==> src/design/asb_pkg.sv <==
package asb_pkg;
  localparam int unsigned DataW = 16;
  localparam int unsigned AccW = 40;
  localparam int unsigned AddrW = 4;
  // register indices on the plain register port
  localparam logic [AddrW-1:0] RegOpA = 4'h0;
  localparam logic [AddrW-1:0] RegOpB = 4'h1;
  localparam logic [AddrW-1:0] RegCmd = 4'h2;
  localparam logic [AddrW-1:0] RegResult = 4'h3;
  localparam logic [AddrW-1:0] RegStatus = 4'h4;
  localparam logic [AddrW-1:0] RegAccAL = 4'h5;
  localparam logic [AddrW-1:0] RegAccBL = 4'h6;
  localparam logic [AddrW-1:0] RegCycles = 4'h7;
  localparam logic [AddrW-1:0] RegBusy = 4'h8;
  localparam logic [AddrW-1:0] RegAccAH = 4'h9;
  localparam logic [AddrW-1:0] RegAccBH = 4'hA;
  // command word fields
  localparam int unsigned CmdOpLsb = 0;
  localparam int unsigned CmdOpW = 4;
  localparam int unsigned CmdCondLsb = 4;
  localparam int unsigned CmdCondW = 5;
  localparam int unsigned CmdAccSel = 9;
  localparam int unsigned CmdZSel = 10;
  localparam int unsigned CmdExtSfr = 11;
  localparam int unsigned CmdAccPresent = 12;
  // status bit positions
  localparam int unsigned StC = 0;
  localparam int unsigned StZ = 1;
  localparam int unsigned StOv = 2;
  localparam int unsigned StN = 3;
  localparam int unsigned StDc = 4;
  localparam int unsigned StOa = 5;
  localparam int unsigned StOb = 6;
  localparam int unsigned StSa = 7;
  localparam int unsigned StSb = 8;
  localparam int unsigned StatusW = 9;
  localparam logic [StatusW-1:0] StatusReset = 9'h000;
  // cycle counts
  localparam logic [2:0] CyclesBase = 3'h1;
  localparam logic [2:0] CyclesTaken = 3'h4;
  localparam logic [2:0] CyclesSfrExtra = 3'h1;
  localparam int unsigned Lit10W = 10;
  localparam int unsigned Lit5W = 5;
  localparam int unsigned ShiftLitW = 4;
  localparam int unsigned DigitMsb = 3;
  localparam int unsigned ShAmtW = 4;

  typedef enum logic [3:0] {
    OpAdd = 4'h0,
    OpAddCarry = 4'h1,
    OpAddLit10 = 4'h2,
    OpAddLit10Carry = 4'h3,
    OpAddLit5 = 4'h4,
    OpAddLit5Carry = 4'h5,
    OpAccAdd = 4'h6,
    OpAsr1 = 4'h7,
    OpAsrN = 4'h8,
    OpAsrLit5 = 4'h9,
    OpBranchCond = 4'hA,
    OpBranch = 4'hB,
    OpBranchComputed = 4'hC,
    OpFlagToBit = 4'hD,
    OpSfrRead = 4'hE,
    OpNop = 4'hF
  } asb_op_t;

  typedef enum logic [4:0] {
    CondC = 5'h00, CondNc = 5'h01, CondN = 5'h02, CondNn = 5'h03,
    CondOv = 5'h04, CondNov = 5'h05, CondZ = 5'h06, CondNz = 5'h07,
    CondGt = 5'h08, CondGe = 5'h09, CondLt = 5'h0A, CondLe = 5'h0B,
    CondGtu = 5'h0C, CondGeu = 5'h0D, CondLtu = 5'h0E, CondLeu = 5'h0F,
    CondOa = 5'h10, CondOb = 5'h11, CondSa = 5'h12, CondSb = 5'h13
  } asb_cond_t;

  typedef enum logic [1:0] {
    StIdle = 2'b00,
    StWait = 2'b01
  } asb_state_t;
endpackage : asb_pkg

==> src/design/asb_cond_eval.sv <==
`timescale 1ns/1ns
module asb_cond_eval (
  input wire logic [4:0] cond,
  input wire logic [asb_pkg::StatusW-1:0] status,
  input wire logic accPresent,
  output logic taken
);
  wire c = status[asb_pkg::StC];
  wire z = status[asb_pkg::StZ];
  wire v = status[asb_pkg::StOv];
  wire n = status[asb_pkg::StN];
  wire nXorV = n ^ v;
  always_comb begin
    case (cond)
      asb_pkg::CondC: taken = c;
      asb_pkg::CondNc: taken = ~c;
      asb_pkg::CondN: taken = n;
      asb_pkg::CondNn: taken = ~n;
      asb_pkg::CondOv: taken = v;
      asb_pkg::CondNov: taken = ~v;
      asb_pkg::CondZ: taken = z;
      asb_pkg::CondNz: taken = ~z;
      asb_pkg::CondGt: taken = ~z & ~nXorV;
      asb_pkg::CondGe: taken = ~nXorV;
      asb_pkg::CondLt: taken = nXorV;
      asb_pkg::CondLe: taken = z | nXorV;
      asb_pkg::CondGtu: taken = c & ~z;
      asb_pkg::CondGeu: taken = c;
      asb_pkg::CondLtu: taken = ~c;
      asb_pkg::CondLeu: taken = ~c | z;
      // accumulator tests fall through as not taken without the accumulator datapath
      asb_pkg::CondOa: taken = accPresent & status[asb_pkg::StOa];
      asb_pkg::CondOb: taken = accPresent & status[asb_pkg::StOb];
      asb_pkg::CondSa: taken = accPresent & status[asb_pkg::StSa];
      asb_pkg::CondSb: taken = accPresent & status[asb_pkg::StSb];
      default: taken = 1'b0;
    endcase
  end
endmodule : asb_cond_eval

==> src/design/asb_adder.sv <==
`timescale 1ns/1ns
module asb_adder (
  input wire logic [asb_pkg::DataW-1:0] a,
  input wire logic [asb_pkg::DataW-1:0] b,
  input wire logic cin,
  output logic [asb_pkg::DataW-1:0] sum,
  output logic cout,
  output logic dcout,
  output logic ovf
);
  localparam int unsigned W = asb_pkg::DataW;
  localparam int unsigned D = asb_pkg::DigitMsb;
  logic [W:0] full;
  logic [D+1:0] low;
  assign full = {1'b0, a} + {1'b0, b} + {{W{1'b0}}, cin};
  assign low = {1'b0, a[D:0]} + {1'b0, b[D:0]} + {{(D+1){1'b0}}, cin};
  assign sum = full[W-1:0];
  assign cout = full[W];
  assign dcout = low[D+1];
  assign ovf = (a[W-1] == b[W-1]) && (sum[W-1] != a[W-1]);
endmodule : asb_adder

==> src/design/asb_exec_unit.sv <==
// Design decisions made here: the address map and strobed register access.
`timescale 1ns/1ns
// ==========================================
// Contract
// - add two operands, optional carry in; sources include two literals; update C DC N OV Z
// - accumulator add of shifted signed word; only accumulator overflow and saturation flags
// - one-step arithmetic right shift keeps sign; updates C N OV Z
// - multi-step arithmetic right shift by register or literal; updates only N and Z
// - conditional branch 1 cycle, taken 4; other branches 4; no flag changes
// - signed and unsigned comparisons evaluated separately from stored flags
// - branch on carry, negative, overflow, zero, set or clear
// - branch on each accumulator overflow and saturation, only with accumulator datapath
// - copy carry or zero into register bit chosen by another register; flags unchanged
// - access to a special register outside the core adds one cycle
module asb_exec_unit (
  input wire logic clock,
  input wire logic arst_n,
  input wire logic [asb_pkg::AddrW-1:0] addr,
  input wire logic [asb_pkg::DataW-1:0] wrData,
  input wire logic wrStrobe,
  input wire logic rdStrobe,
  output logic [asb_pkg::DataW-1:0] rdData,
  output logic busy,
  output logic branchTaken
);
  localparam int unsigned W = asb_pkg::DataW;
  localparam int unsigned AW = asb_pkg::AccW;

  // ==========================================
  // registers
  logic [W-1:0] opA_q, opB_q, result_q, result_d;
  logic [asb_pkg::StatusW-1:0] status_q, status_d;
  logic [AW-1:0] accA_q, accB_q, accA_d, accB_d;
  logic [2:0] cycles_q, cycles_d, waitCnt_q, waitCnt_d;
  asb_pkg::asb_state_t state_q, state_d;
  logic [W-1:0] rdData_q;
  logic busy_q, busy_d;
  logic taken_q, taken_d;

  // ==========================================
  // command decode
  wire cmdWrite = wrStrobe && (addr == asb_pkg::RegCmd) && (state_q == asb_pkg::StIdle);
  wire [asb_pkg::CmdOpW-1:0] opField = wrData[asb_pkg::CmdOpLsb +: asb_pkg::CmdOpW];
  wire [asb_pkg::CmdCondW-1:0] condField = wrData[asb_pkg::CmdCondLsb +: asb_pkg::CmdCondW];
  wire accSel = wrData[asb_pkg::CmdAccSel];
  wire zSel = wrData[asb_pkg::CmdZSel];
  wire extSfr = wrData[asb_pkg::CmdExtSfr];
  wire accPresent = wrData[asb_pkg::CmdAccPresent];
  asb_pkg::asb_op_t op;
  assign op = asb_pkg::asb_op_t'(opField);

  wire carryIn = status_q[asb_pkg::StC];
  wire useCarry = (op == asb_pkg::OpAddCarry) || (op == asb_pkg::OpAddLit10Carry)
                  || (op == asb_pkg::OpAddLit5Carry);
  wire [W-1:0] ten_bit_literal = {{(W-asb_pkg::Lit10W){1'b0}}, opB_q[asb_pkg::Lit10W-1:0]};
  wire [W-1:0] five_bit_literal = {{(W-asb_pkg::Lit5W){1'b0}}, opB_q[asb_pkg::Lit5W-1:0]};
  logic [W-1:0] addB;
  always_comb begin
    case (op)
      asb_pkg::OpAddLit10, asb_pkg::OpAddLit10Carry: addB = ten_bit_literal;
      asb_pkg::OpAddLit5, asb_pkg::OpAddLit5Carry: addB = five_bit_literal;
      default: addB = opB_q;
    endcase
  end

  logic [W-1:0] sum;
  logic cOut, dcOut, vOut;
  asb_adder uAdder (
    .a(opA_q),
    .b(addB),
    .cin(useCarry & carryIn),
    .sum(sum),
    .cout(cOut),
    .dcout(dcOut),
    .ovf(vOut)
  );

  logic condTrue;
  asb_cond_eval uCond (
    .cond(condField),
    .status(status_q),
    .accPresent(accPresent),
    .taken(condTrue)
  );

  // ==========================================
  // shifter and accumulator datapath
  wire [W-1:0] asr1 = {opA_q[W-1], opA_q[W-1:1]};
  wire [asb_pkg::ShAmtW-1:0] shAmt = opB_q[asb_pkg::ShAmtW-1:0];
  wire [W-1:0] asrN = W'($signed(opA_q) >>> shAmt);
  wire signed [asb_pkg::ShiftLitW-1:0] shLit = opB_q[asb_pkg::ShiftLitW-1:0];
  wire signed [AW-1:0] accSrc = AW'($signed(opA_q));
  // positive literal shifts right, negative shifts left
  wire signed [AW-1:0] accShifted = shLit[asb_pkg::ShiftLitW-1]
    ? (accSrc <<< (-shLit)) : (accSrc >>> shLit);
  wire [AW-1:0] accOld = accSel ? accB_q : accA_q;
  wire [AW:0] accSum = {accOld[AW-1], accOld} + {accShifted[AW-1], accShifted};
  wire accOvf = accSum[AW] != accSum[AW-1];
  // overflow beyond the 32-bit word part counts as spilling into the guard bits
  wire accGuard = ~((&accSum[AW-1:W+W-1]) | ~(|accSum[AW-1:W+W-1]));
  wire accSat = accOvf;
  wire [AW-1:0] accRes = accOvf ? {accSum[AW], {(AW-1){~accSum[AW]}}} : accSum[AW-1:0];
  wire [3:0] bitSel = opB_q[3:0];
  wire flagBit = zSel ? status_q[asb_pkg::StZ] : status_q[asb_pkg::StC];

  // ==========================================
  // execute
  always_comb begin
    result_d = result_q;
    status_d = status_q;
    accA_d = accA_q;
    accB_d = accB_q;
    cycles_d = cycles_q;
    taken_d = 1'b0;
    if (cmdWrite) begin
      cycles_d = asb_pkg::CyclesBase;
      case (op)
        asb_pkg::OpAdd, asb_pkg::OpAddCarry, asb_pkg::OpAddLit10, asb_pkg::OpAddLit10Carry,
        asb_pkg::OpAddLit5, asb_pkg::OpAddLit5Carry: begin
          result_d = sum;
          status_d[asb_pkg::StC] = cOut;
          status_d[asb_pkg::StDc] = dcOut;
          status_d[asb_pkg::StN] = sum[W-1];
          status_d[asb_pkg::StOv] = vOut;
          status_d[asb_pkg::StZ] = (sum == '0);
        end
        asb_pkg::OpAccAdd: begin
          if (accSel) begin
            accB_d = accRes;
            status_d[asb_pkg::StOb] = accOvf | accGuard;
            status_d[asb_pkg::StSb] = status_q[asb_pkg::StSb] | accSat;
          end else begin
            accA_d = accRes;
            status_d[asb_pkg::StOa] = accOvf | accGuard;
            status_d[asb_pkg::StSa] = status_q[asb_pkg::StSa] | accSat;
          end
        end
        asb_pkg::OpAsr1: begin
          result_d = asr1;
          status_d[asb_pkg::StC] = opA_q[0];
          status_d[asb_pkg::StN] = asr1[W-1];
          status_d[asb_pkg::StOv] = 1'b0;
          status_d[asb_pkg::StZ] = (asr1 == '0);
        end
        asb_pkg::OpAsrN, asb_pkg::OpAsrLit5: begin
          result_d = asrN;
          status_d[asb_pkg::StN] = asrN[W-1];
          status_d[asb_pkg::StZ] = (asrN == '0);
        end
        asb_pkg::OpBranchCond: begin
          taken_d = condTrue;
          cycles_d = condTrue ? asb_pkg::CyclesTaken : asb_pkg::CyclesBase;
        end
        asb_pkg::OpBranch, asb_pkg::OpBranchComputed: begin
          taken_d = 1'b1;
          cycles_d = asb_pkg::CyclesTaken;
        end
        asb_pkg::OpFlagToBit: begin
          result_d = opA_q;
          result_d[bitSel] = flagBit;
        end
        default: begin
          result_d = result_q;
        end
      endcase
      if (extSfr) begin
        cycles_d = cycles_d + asb_pkg::CyclesSfrExtra;
      end
    end
  end

  // ==========================================
  // cycle sequencer: busy stands for the instruction's cycles after the first
  always_comb begin
    state_d = state_q;
    waitCnt_d = waitCnt_q;
    busy_d = busy_q;
    case (state_q)
      asb_pkg::StIdle: begin
        if (cmdWrite && (cycles_d > asb_pkg::CyclesBase)) begin
          state_d = asb_pkg::StWait;
          waitCnt_d = cycles_d - asb_pkg::CyclesBase;
          busy_d = 1'b1;
        end
      end
      asb_pkg::StWait: begin
        waitCnt_d = waitCnt_q - 3'h1;
        if (waitCnt_q == 3'h1) begin
          state_d = asb_pkg::StIdle;
          busy_d = 1'b0;
        end
      end
      default: begin
        state_d = asb_pkg::StIdle;
        busy_d = 1'b0;
      end
    endcase
  end

  // ==========================================
  // register read mux
  logic [W-1:0] rdMux;
  always_comb begin
    case (addr)
      asb_pkg::RegOpA: rdMux = opA_q;
      asb_pkg::RegOpB: rdMux = opB_q;
      asb_pkg::RegResult: rdMux = result_q;
      asb_pkg::RegStatus: rdMux = {{(W-asb_pkg::StatusW){1'b0}}, status_q};
      asb_pkg::RegAccAL: rdMux = accA_q[W-1:0];
      asb_pkg::RegAccBL: rdMux = accB_q[W-1:0];
      asb_pkg::RegAccAH: rdMux = accA_q[W+W-1:W];
      asb_pkg::RegAccBH: rdMux = accB_q[W+W-1:W];
      asb_pkg::RegCycles: rdMux = {{(W-3){1'b0}}, cycles_q};
      asb_pkg::RegBusy: rdMux = {{(W-1){1'b0}}, busy_q};
      default: rdMux = '0;
    endcase
  end

  always_ff @(posedge clock or negedge arst_n) begin
    if (!arst_n) begin
      opA_q <= '0;
      opB_q <= '0;
      result_q <= '0;
      status_q <= asb_pkg::StatusReset;
      accA_q <= '0;
      accB_q <= '0;
      cycles_q <= '0;
      waitCnt_q <= '0;
      state_q <= asb_pkg::StIdle;
      busy_q <= 1'b0;
      taken_q <= 1'b0;
      rdData_q <= '0;
    end else begin
      if (wrStrobe && addr == asb_pkg::RegOpA) opA_q <= wrData;
      if (wrStrobe && addr == asb_pkg::RegOpB) opB_q <= wrData;
      result_q <= result_d;
      status_q <= status_d;
      accA_q <= accA_d;
      accB_q <= accB_d;
      cycles_q <= cycles_d;
      waitCnt_q <= waitCnt_d;
      state_q <= state_d;
      busy_q <= busy_d;
      taken_q <= taken_d;
      rdData_q <= rdStrobe ? rdMux : '0;
    end
  end

  assign rdData = rdData_q;
  assign busy = busy_q;
  assign branchTaken = taken_q;
endmodule : asb_exec_unit

==> config.mk <==
export PLATFORM = sky130hd
export DESIGN_NAME = asb_exec_unit
export DESIGN_NICKNAME = d
export VERILOG_FILES = /design/src/design/asb_pkg.sv /design/src/design/asb_cond_eval.sv /design/src/design/asb_adder.sv /design/src/design/asb_exec_unit.sv
export SDC_FILE = /design/constraint.sdc
export NUM_CORES = 1
export LEC_CHECK = 0
export BUFFER_PORTS_ARGS = -buffer_cell sky130_fd_sc_hd__buf_2
export CAP_MARGIN = 10
export CORE_AREA = 2 2 186 188
export CTS_CLUSTER_DIAMETER = 80
export DETAILED_ROUTE_END_ITERATION = 6
export DIE_AREA = 0 0 188 190
export GPL_ROUTABILITY_DRIVEN = 0
export PLACE_DENSITY = 0.67
export SLEW_MARGIN = 30
export SYNTH_ARGS = -nofsm -noshare
export SYNTH_HDL_FRONTEND = slang
export SYNTH_HIERARCHICAL = 1
export SYNTH_SLANG_ARGS = --single-unit
==> constraint.sdc <==
create_clock -name clock -period 6.5 [get_ports clock]
set_input_delay 0 -clock clock [delete_from_list [all_inputs] [get_ports clock]]
set_output_delay 0 -clock clock [all_outputs]
set_load 0.03 [all_outputs]
==> results of run 1 <==
routing by layer:
metal | share of wire (%) | track usage, % | vias to the layer above
met5 | 0 | 0 | -
li1 | - | - | 5940
met1 | 41 | 34.4 | 6219
met4 | 3.7 | 9.96 | 0
met2 | 45 | 40.7 | 710
met3 | 9.6 | 4.94 | 117
cells in the final DEF, fill, tap and decap left out, drive strengths merged, types with 30 or more instances in the layout:
| cell type | instances |
|---|---|
| nor2 | 108 |
| nor2b | 30 |
| ha | 64 |
| a31oi | 31 |
| nand2 | 214 |
| a21o | 35 |
| o21ai | 168 |
| buf | 78 |
| mux2 | 90 |
| a21oi | 148 |
| dfrtp | 161 |
power by group:
part	switching [W]	total, W	internal, W
clock	0.000444	0.00102	0.000579
combinational	0.00151	0.00237	0.000862
sequential	0.000237	0.00137	0.00113
total	0.00219	0.00476	0.00257
how the worst min path moves through the flow:
stage / start / end / cells past startpoint
after global placement: arst_n / opA_q[1]$_DFFE_PN0P_ / 1
after floorplan: arst_n / accA_q[0]$_DFFE_PN0P_ / 0
after CTS: wrData[4] / opB_q[4]$_DFFE_PN0P_ / 2
after detailed placement: arst_n / opA_q[1]$_DFFE_PN0P_ / 1
after global routing: wrData[4] / opB_q[4]$_DFFE_PN0P_ / 2
final: wrData[4] / opB_q[4]$_DFFE_PN0P_ / 2
critical path: stages, from the launching register on:
cell,delay [ns]
dfrtp_1,0.35
inv_1,0.09
ha_1,0.61
buf_4,0.31
nor2b_1,0.07
a211oi_1,0.27
a21oi_1,0.08
and2_1,0.18
o311ai_0,0.46
nand2_1,0.16
ha_1,0.47
and4_1,0.25
nand2_1,0.09
o211ai_1,0.23
nor3_1,0.11
a21oi_2,0.25
a41o_1,0.24
nor2_1,0.06
nor3_1,0.18
buf_4,0.22
or2_1,0.53
buf_4,0.32
o21ai_0,0.17
o21ai_0,0.20
through the flow:
stage          hold WS, ns  std cells  util, %
6_report            0.0636       2070     43.3
5_1_grt             0.0603       2069     43.3
4_1_cts             0.0381       2069     43.2
3_5_place_dp         0.178       2022     41.1
3_3_place_gp         0.175       2022     41.1
2_1_floorplan       -0.296       1610        -
state kept, by name, indices dropped and copies added (netlist names):
name	flops
branchTaken	1
accB_q	40
accA_q	40
waitCnt_q	3
opB_q	16
status_q	9
rdData	16
cycles_q	3
result_q	16
busy	1
opA_q	16
final cells by class:
| class | instances | area [sq um] |
|---|---|---|
| fill | 3347 | 19300 |
| multi-input combinational | 1300 | 8760 |
| sequential | 161 | 4030 |
| timing repair buffer | 94 | 649 |
| tap | 455 | 569 |
| clock buffer | 21 | 450 |
| clock inverter | 11 | 131 |
| inverter | 27 | 101 |
| antenna | 1 | 2.50 |
logic make-up after synthesis:
family                   Yosys count
buffers and inverters            149
adder cells (fa/ha/maj)           69
AND/OR/NAND/NOR                  483
AO/OA/AOI/OAI                    566
XOR/XNOR                          55
flip-flops                       161
multiplexers                     127
==> flow_summary_export.csv, run 1 <==
group,metric,value,unit
synthesis,muxShareOfSynthArea,11.2,%
clock_network,numCtsBuffers,17,
routing,postRouteAntennaNets,0,
synthesis,syn-cell-area,13400,sq um
final_layout,finalNetCount,1692,
clock_network,cts.path.max_buffers,2,
synthesis,synth_top_family_by_area,"compound AO/OA/AOI/OAI gates",
synthesis,synth_top_cells_by_area,"dfrtp_1 (30%), mux2_2 (7.3%), nand2_1 (6.0%)",
critical_path,r2r_slack,0.50,ns
critical_path,crit_fanout,17,
clock_network,cts.sinks,161,
synthesis,synth_cells,1610,
run,max-cap-violations,0,
synthesis,syn_nets,1701,
synthesis,synth_edf_count,0,
sta,finalSetupViolations,0,
global_routing,grt_max_degree,104,
synthesis,synthArstFlopShare,100,%
routing,wire_per_inst,22.1,um
placed_design,post_dp_cell_area,13900,sq um
sta,tightestPinTransition,1.00,ns
die,die_area,35700,sq um
die,ios,42,
critical_path,critPathKind,"flop to flop",
sta,fmax,167,MHz
critical_path,timing.rr.start,"opB_q[1]$_DFFE_PN0P_",
synthesis,synth_common_cells,"nand2_1 (214), dfrtp_1 (161), o21ai_0 (158), a21oi_1 (142), nor2_1 (107)",
synthesis,synth_seq_area_share,30.1,%
global_routing,track_usage,25.6,%
sta,hold_viol,0,
die,start_util,39.4,%
synthesis,synth_most_common_cell,"nand2_1",
routing,drc_errors,0,
routing,dr.pass1.iters,6,
global_routing,grt_pass1_wl,71300,um
clock_network,cts_setup_buffers,0,
final_layout,drive_gt1_share,15.4,%
synthesis,synth_top_area_cell,"dfrtp_1",
final_layout,area_growth,9.94,%
synthesis,ys.flop_type,"dfrtp_1",
synthesis,yosys_warnings,6,
sta,timing.final.max_slew_violations,0,
die,rows,68,
synthesis,synth_cell_types,92,
synthesis,synthAdderAreaFrac,6.59,%
synthesis,synth_compound_gate_area_share,27.4,%
sta,min_period,6.00,ns
clock_network,hold_buffers,15,
power,ir_worst_vdd,0.220,mV
clock_network,cts_tree,"yes",
synthesis,ys_seq_elements,161,
clock_network,cts_resized,0,
global_routing,grt_pass1_vias,12200,
synthesis,synth_xor_area_share,3.60,%
clock_network,clk_pin_slew,0.07,ns
global_routing,grt-ovfl-total,0,
critical_path,regToRegEndpoint,"accB_q[27]$_DFFE_PN0P_",
power,leakagePower,6.45,nW
synthesis,avgSynthCellArea,8.30,sq um
placed_design,pre_cts_ws,0.668,ns
critical_path,r2r_cells,23,
routing,drtIter0Drc,1800,
power,power.density,324,nW/um^2
sta,setup_slack,0.501,ns
critical_path,cp-start-kind,"flop",
placed_design,port_buffers,41,
die,die_w,188,um
synthesis,yosys.area_share.simple,16.5,%
clock_network,htree_num_levels,4,
sta,skew,0.0160,ns
routing,dr_total_vias,13000,
critical_path,worst_ep_required_time,6.86,ns
critical_path,cp-startpoint,"opB_q[1]$_DFFE_PN0P_",
sta,fin_crit_sh,92.3,%
placed_design,dp_hpwl,34100,um
routing,routed_via_density,6.27,
critical_path,arrival,6.36,ns
routing,wl,45700,um
sta,grt_setup_unrepaired,"no",
sta,max_slew_margin,32.9,%
sta,finalSetupTns,0,ns
critical_path,crit_path_end,"accB_q[27]$_DFFE_PN0P_",
min_path,hp-class,"input port to flop",
critical_path,cp-end-kind,"flop",
clock_network,cts_root_buffer,"clkbuf_16",
die,fp.dieH,190,um
power,finalPower,0.00476,W
die,core,33900,sq um
global_routing,antenna_found_initial,0,
final_layout,final_area,14700,sq um
run_status,status,"finished, final reports clean",
synthesis,synth_top_area_share,30.1,%
clock_network,clk_latency,0.45,ns
No activity file was read; power rests on OpenSTA's default activity.
==> run 2, diff against run 1 <==
- CTS_BUF_LIST: not set -> sky130_fd_sc_hd__clkbuf_4 sky130_fd_sc_hd__clkbuf_8 sky130_fd_sc_hd__clkbuf_16
- REMOVE_ABC_BUFFERS: not set -> 1
==> run 2 against run 1 <==
The run now ends with DRC left. Sequential share of layout area barely moved. Final area about the same. Core utilization about the same. Sequential cell count did not move. Clock power about the same.
==> flow_summary_export.csv, run 2 (synthesis results as in run 1) <==
group,metric,value,unit
sta,tightestPinTransition,1.03,ns
run_status,violations,"DRC",
routing,dr_total_vias,13000,
sta,hold_viol,0,
die,die_area,35700,sq um
final_layout,drive_gt1_share,15.7,%
routing,wl,47100,um
sta,skew,0.0196,ns
die,core,33900,sq um
run,max-cap-violations,0,
clock_network,cts.path.max_buffers,2,
clock_network,hold_buffers,14,
run_status,status,"finished with violations",
die,rows,68,
global_routing,track_usage,26.3,%
clock_network,clk_pin_slew,0.09,ns
min_path,hp-class,"input port to flop",
routing,drtIter0Drc,1535,
routing,wire_per_inst,22.8,um
sta,timing.final.max_slew_violations,0,
sta,finalSetupViolations,0,
routing,routed_via_density,6.29,
final_layout,final_core_util,43.3,%
die,start_util,39.4,%
critical_path,crit_fanout,29,
placed_design,placed_cells,2022,
critical_path,arrival,6.14,ns
final_layout,reg_top3,"accA_q: 40 flops, accB_q: 40 flops",
critical_path,cp-end-kind,"flop",
die,fp.dieH,190,um
critical_path,cp_slowest_cell,"ha_1",
global_routing,antenna_found_initial,1,
power,pwr-share-seq,28.7,%
global_routing,grt_max_degree,82,
placed_design,dp_hpwl,34400,um
sta,hold_slack,0.0407,ns
clock_network,cts_tree,"yes",
power,power.density,329,nW/um^2
power,ir_worst_vdd,0.201,mV
final_layout,area_growth,10.0,%
sta,fmax,171,MHz
routing,drc_errors,2,
die,ios,42,
die,die_w,188,um
sta,min_period,5.84,ns
power,switchingPower,0.00231,W
final_layout,final_area,14700,sq um
clock_network,numCtsBuffers,17,
clock_network,cts.sinks,161,
global_routing,grt_pass1_vias,12300,
clock_network,cts_setup_buffers,0,
final_layout,final_common_cell,"nand2_1",
global_routing,grt_pass1_wl,72600,um
clock_network,cts_resized,0,
critical_path,cp-start-kind,"flop",
placed_design,port_buffers,41,
sta,grt_setup_unrepaired,"no",
final_layout,finalNetCount,1691,
power,leakagePower,6.49,nW
critical_path,critPathBufInv,4,
critical_path,cpPeakStageDelay,0.72,ns
final_layout,num_antenna_cells,0,
sta,max_slew_margin,31.0,%
critical_path,critPathKind,"flop to flop",
final_layout,fin_cells,2068,
critical_path,cp_cell_sequence,"inv_1 -> ha_1 -> buf_4 -> o21ai_0 -> o21ai_0 -> o21ai_0 -> mux4_2 -> ha_1 -> a21oi_1 -> inv_1 -> a31oi_2 -> a31oi_2 -> a41o_1 -> a211o_1 -> xor2_1 -> buf_4 -> or2_2 -> a21oi_1 -> o21ai_0",
placed_design,post_dp_cell_area,14000,sq um
routing,postRouteAntennaNets,0,
power,p_int,0.00252,W
critical_path,path_delay_family,"compound AO/OA/AOI/OAI gates",
clock_network,htree_num_levels,4,
power,swShare,47.8,%
global_routing,grt-ovfl-total,0,
routing,dr.pass1.iters,7,
sta,fin_crit_sh,89.9,%
critical_path,crit_top_cell,"o21ai_0",
clock_network,cts_root_buffer,"clkbuf_16",
clock_network,clk_latency,0.46,ns
power,power.share.clock,21.7,%
power,combPwrFrac,49.6,%
critical_path,worst_ep_required_time,6.79,ns
final_layout,final_cell_mix,"nand2_1 (213), dfrtp_1 (161), o21ai_0 (158), a21oi_1 (142), nor2_1 (104)",
run 2: worst register-to-register path, cell delays in order (launching register included):
cell     delay [ns]
dfrtp_1        0.36
inv_1          0.09
ha_1           0.72
buf_4          0.27
o21ai_0        0.10
o21ai_0        0.32
o21ai_0        0.20
mux4_2         0.51
ha_1           0.38
a21oi_1        0.20
inv_1          0.09
a31oi_2        0.25
a31oi_2        0.17
a41o_1         0.33
a211o_1        0.28
xor2_1         0.15
buf_4          0.17
or2_2          0.55
a21oi_1        0.39
o21ai_0        0.14
run 2: per-stage QoR:
step	setup TNS (ns)	total power [W]	setup slack [ns]
CTS	0	0.00476	0.480
global placement	0	0.00366	0.697
global route	0	0.00509	0.308
detailed placement	0	0.00369	0.510
floorplan	-27.91	0.00290	-0.512
finish	0	0.00483	0.659
run 2: cell type report:
class | instances | area (sq um)
clock inverters | 15 | 179
well taps | 455 | 569
flip-flops and latches | 161 | 4030
multi-input cells | 1300 | 8760
clock buffers | 17 | 425
repair buffers | 93 | 641
fillers | 3297 | 19200
inverters | 27 | 101
run 2: worst paths after layout:
path / start / end / slack (ns) / cells after the start
worst max-delay path: opB_q[1]$_DFFE_PN0P_ / accB_q[24]$_DFFE_PN0P_ / 0.66 / 19
worst min-delay path: wrData[5] / opB_q[5]$_DFFE_PN0P_ / 0.04 / 2
worst max register to register: opB_q[1]$_DFFE_PN0P_ / accB_q[24]$_DFFE_PN0P_ / 0.66 / 19
worst min register to register: accB_q[36]$_DFFE_PN0P_ / accB_q[36]$_DFFE_PN0P_ / 0.48 / 2
max in group asynchronous: arst_n / opB_q[6]$_DFFE_PN0P_ / 5.05 / 3
min in group asynchronous: arst_n / accB_q[28]$_DFFE_PN0P_ / 0.18 / 2
run 2: power by group through the flow:
| stage | clock network (W) | logic [W] | registers, W |
|---|---|---|---|
| after floorplan | 0 | 0.00158 | 0.00132 |
| after global placement | 0 | 0.00227 | 0.00138 |
| after detailed placement | 0 | 0.00231 | 0.00138 |
| after CTS | 0.00106 | 0.00233 | 0.00137 |
| after global routing | 0.00111 | 0.00259 | 0.00139 |
| final | 0.00105 | 0.00240 | 0.00139 |
run 2: per-layer routing:
layer / up-vias / part of all wire [%] / global-route usage, %
li1: 5935 / - / -
met1: 6229 / 40 / 33.5
met2: 689 / 45 / 41.5
met3: 149 / 9.1 / 5.59
met4: 2 / 5.6 / 14.6
met5: - / 0.038 / 0
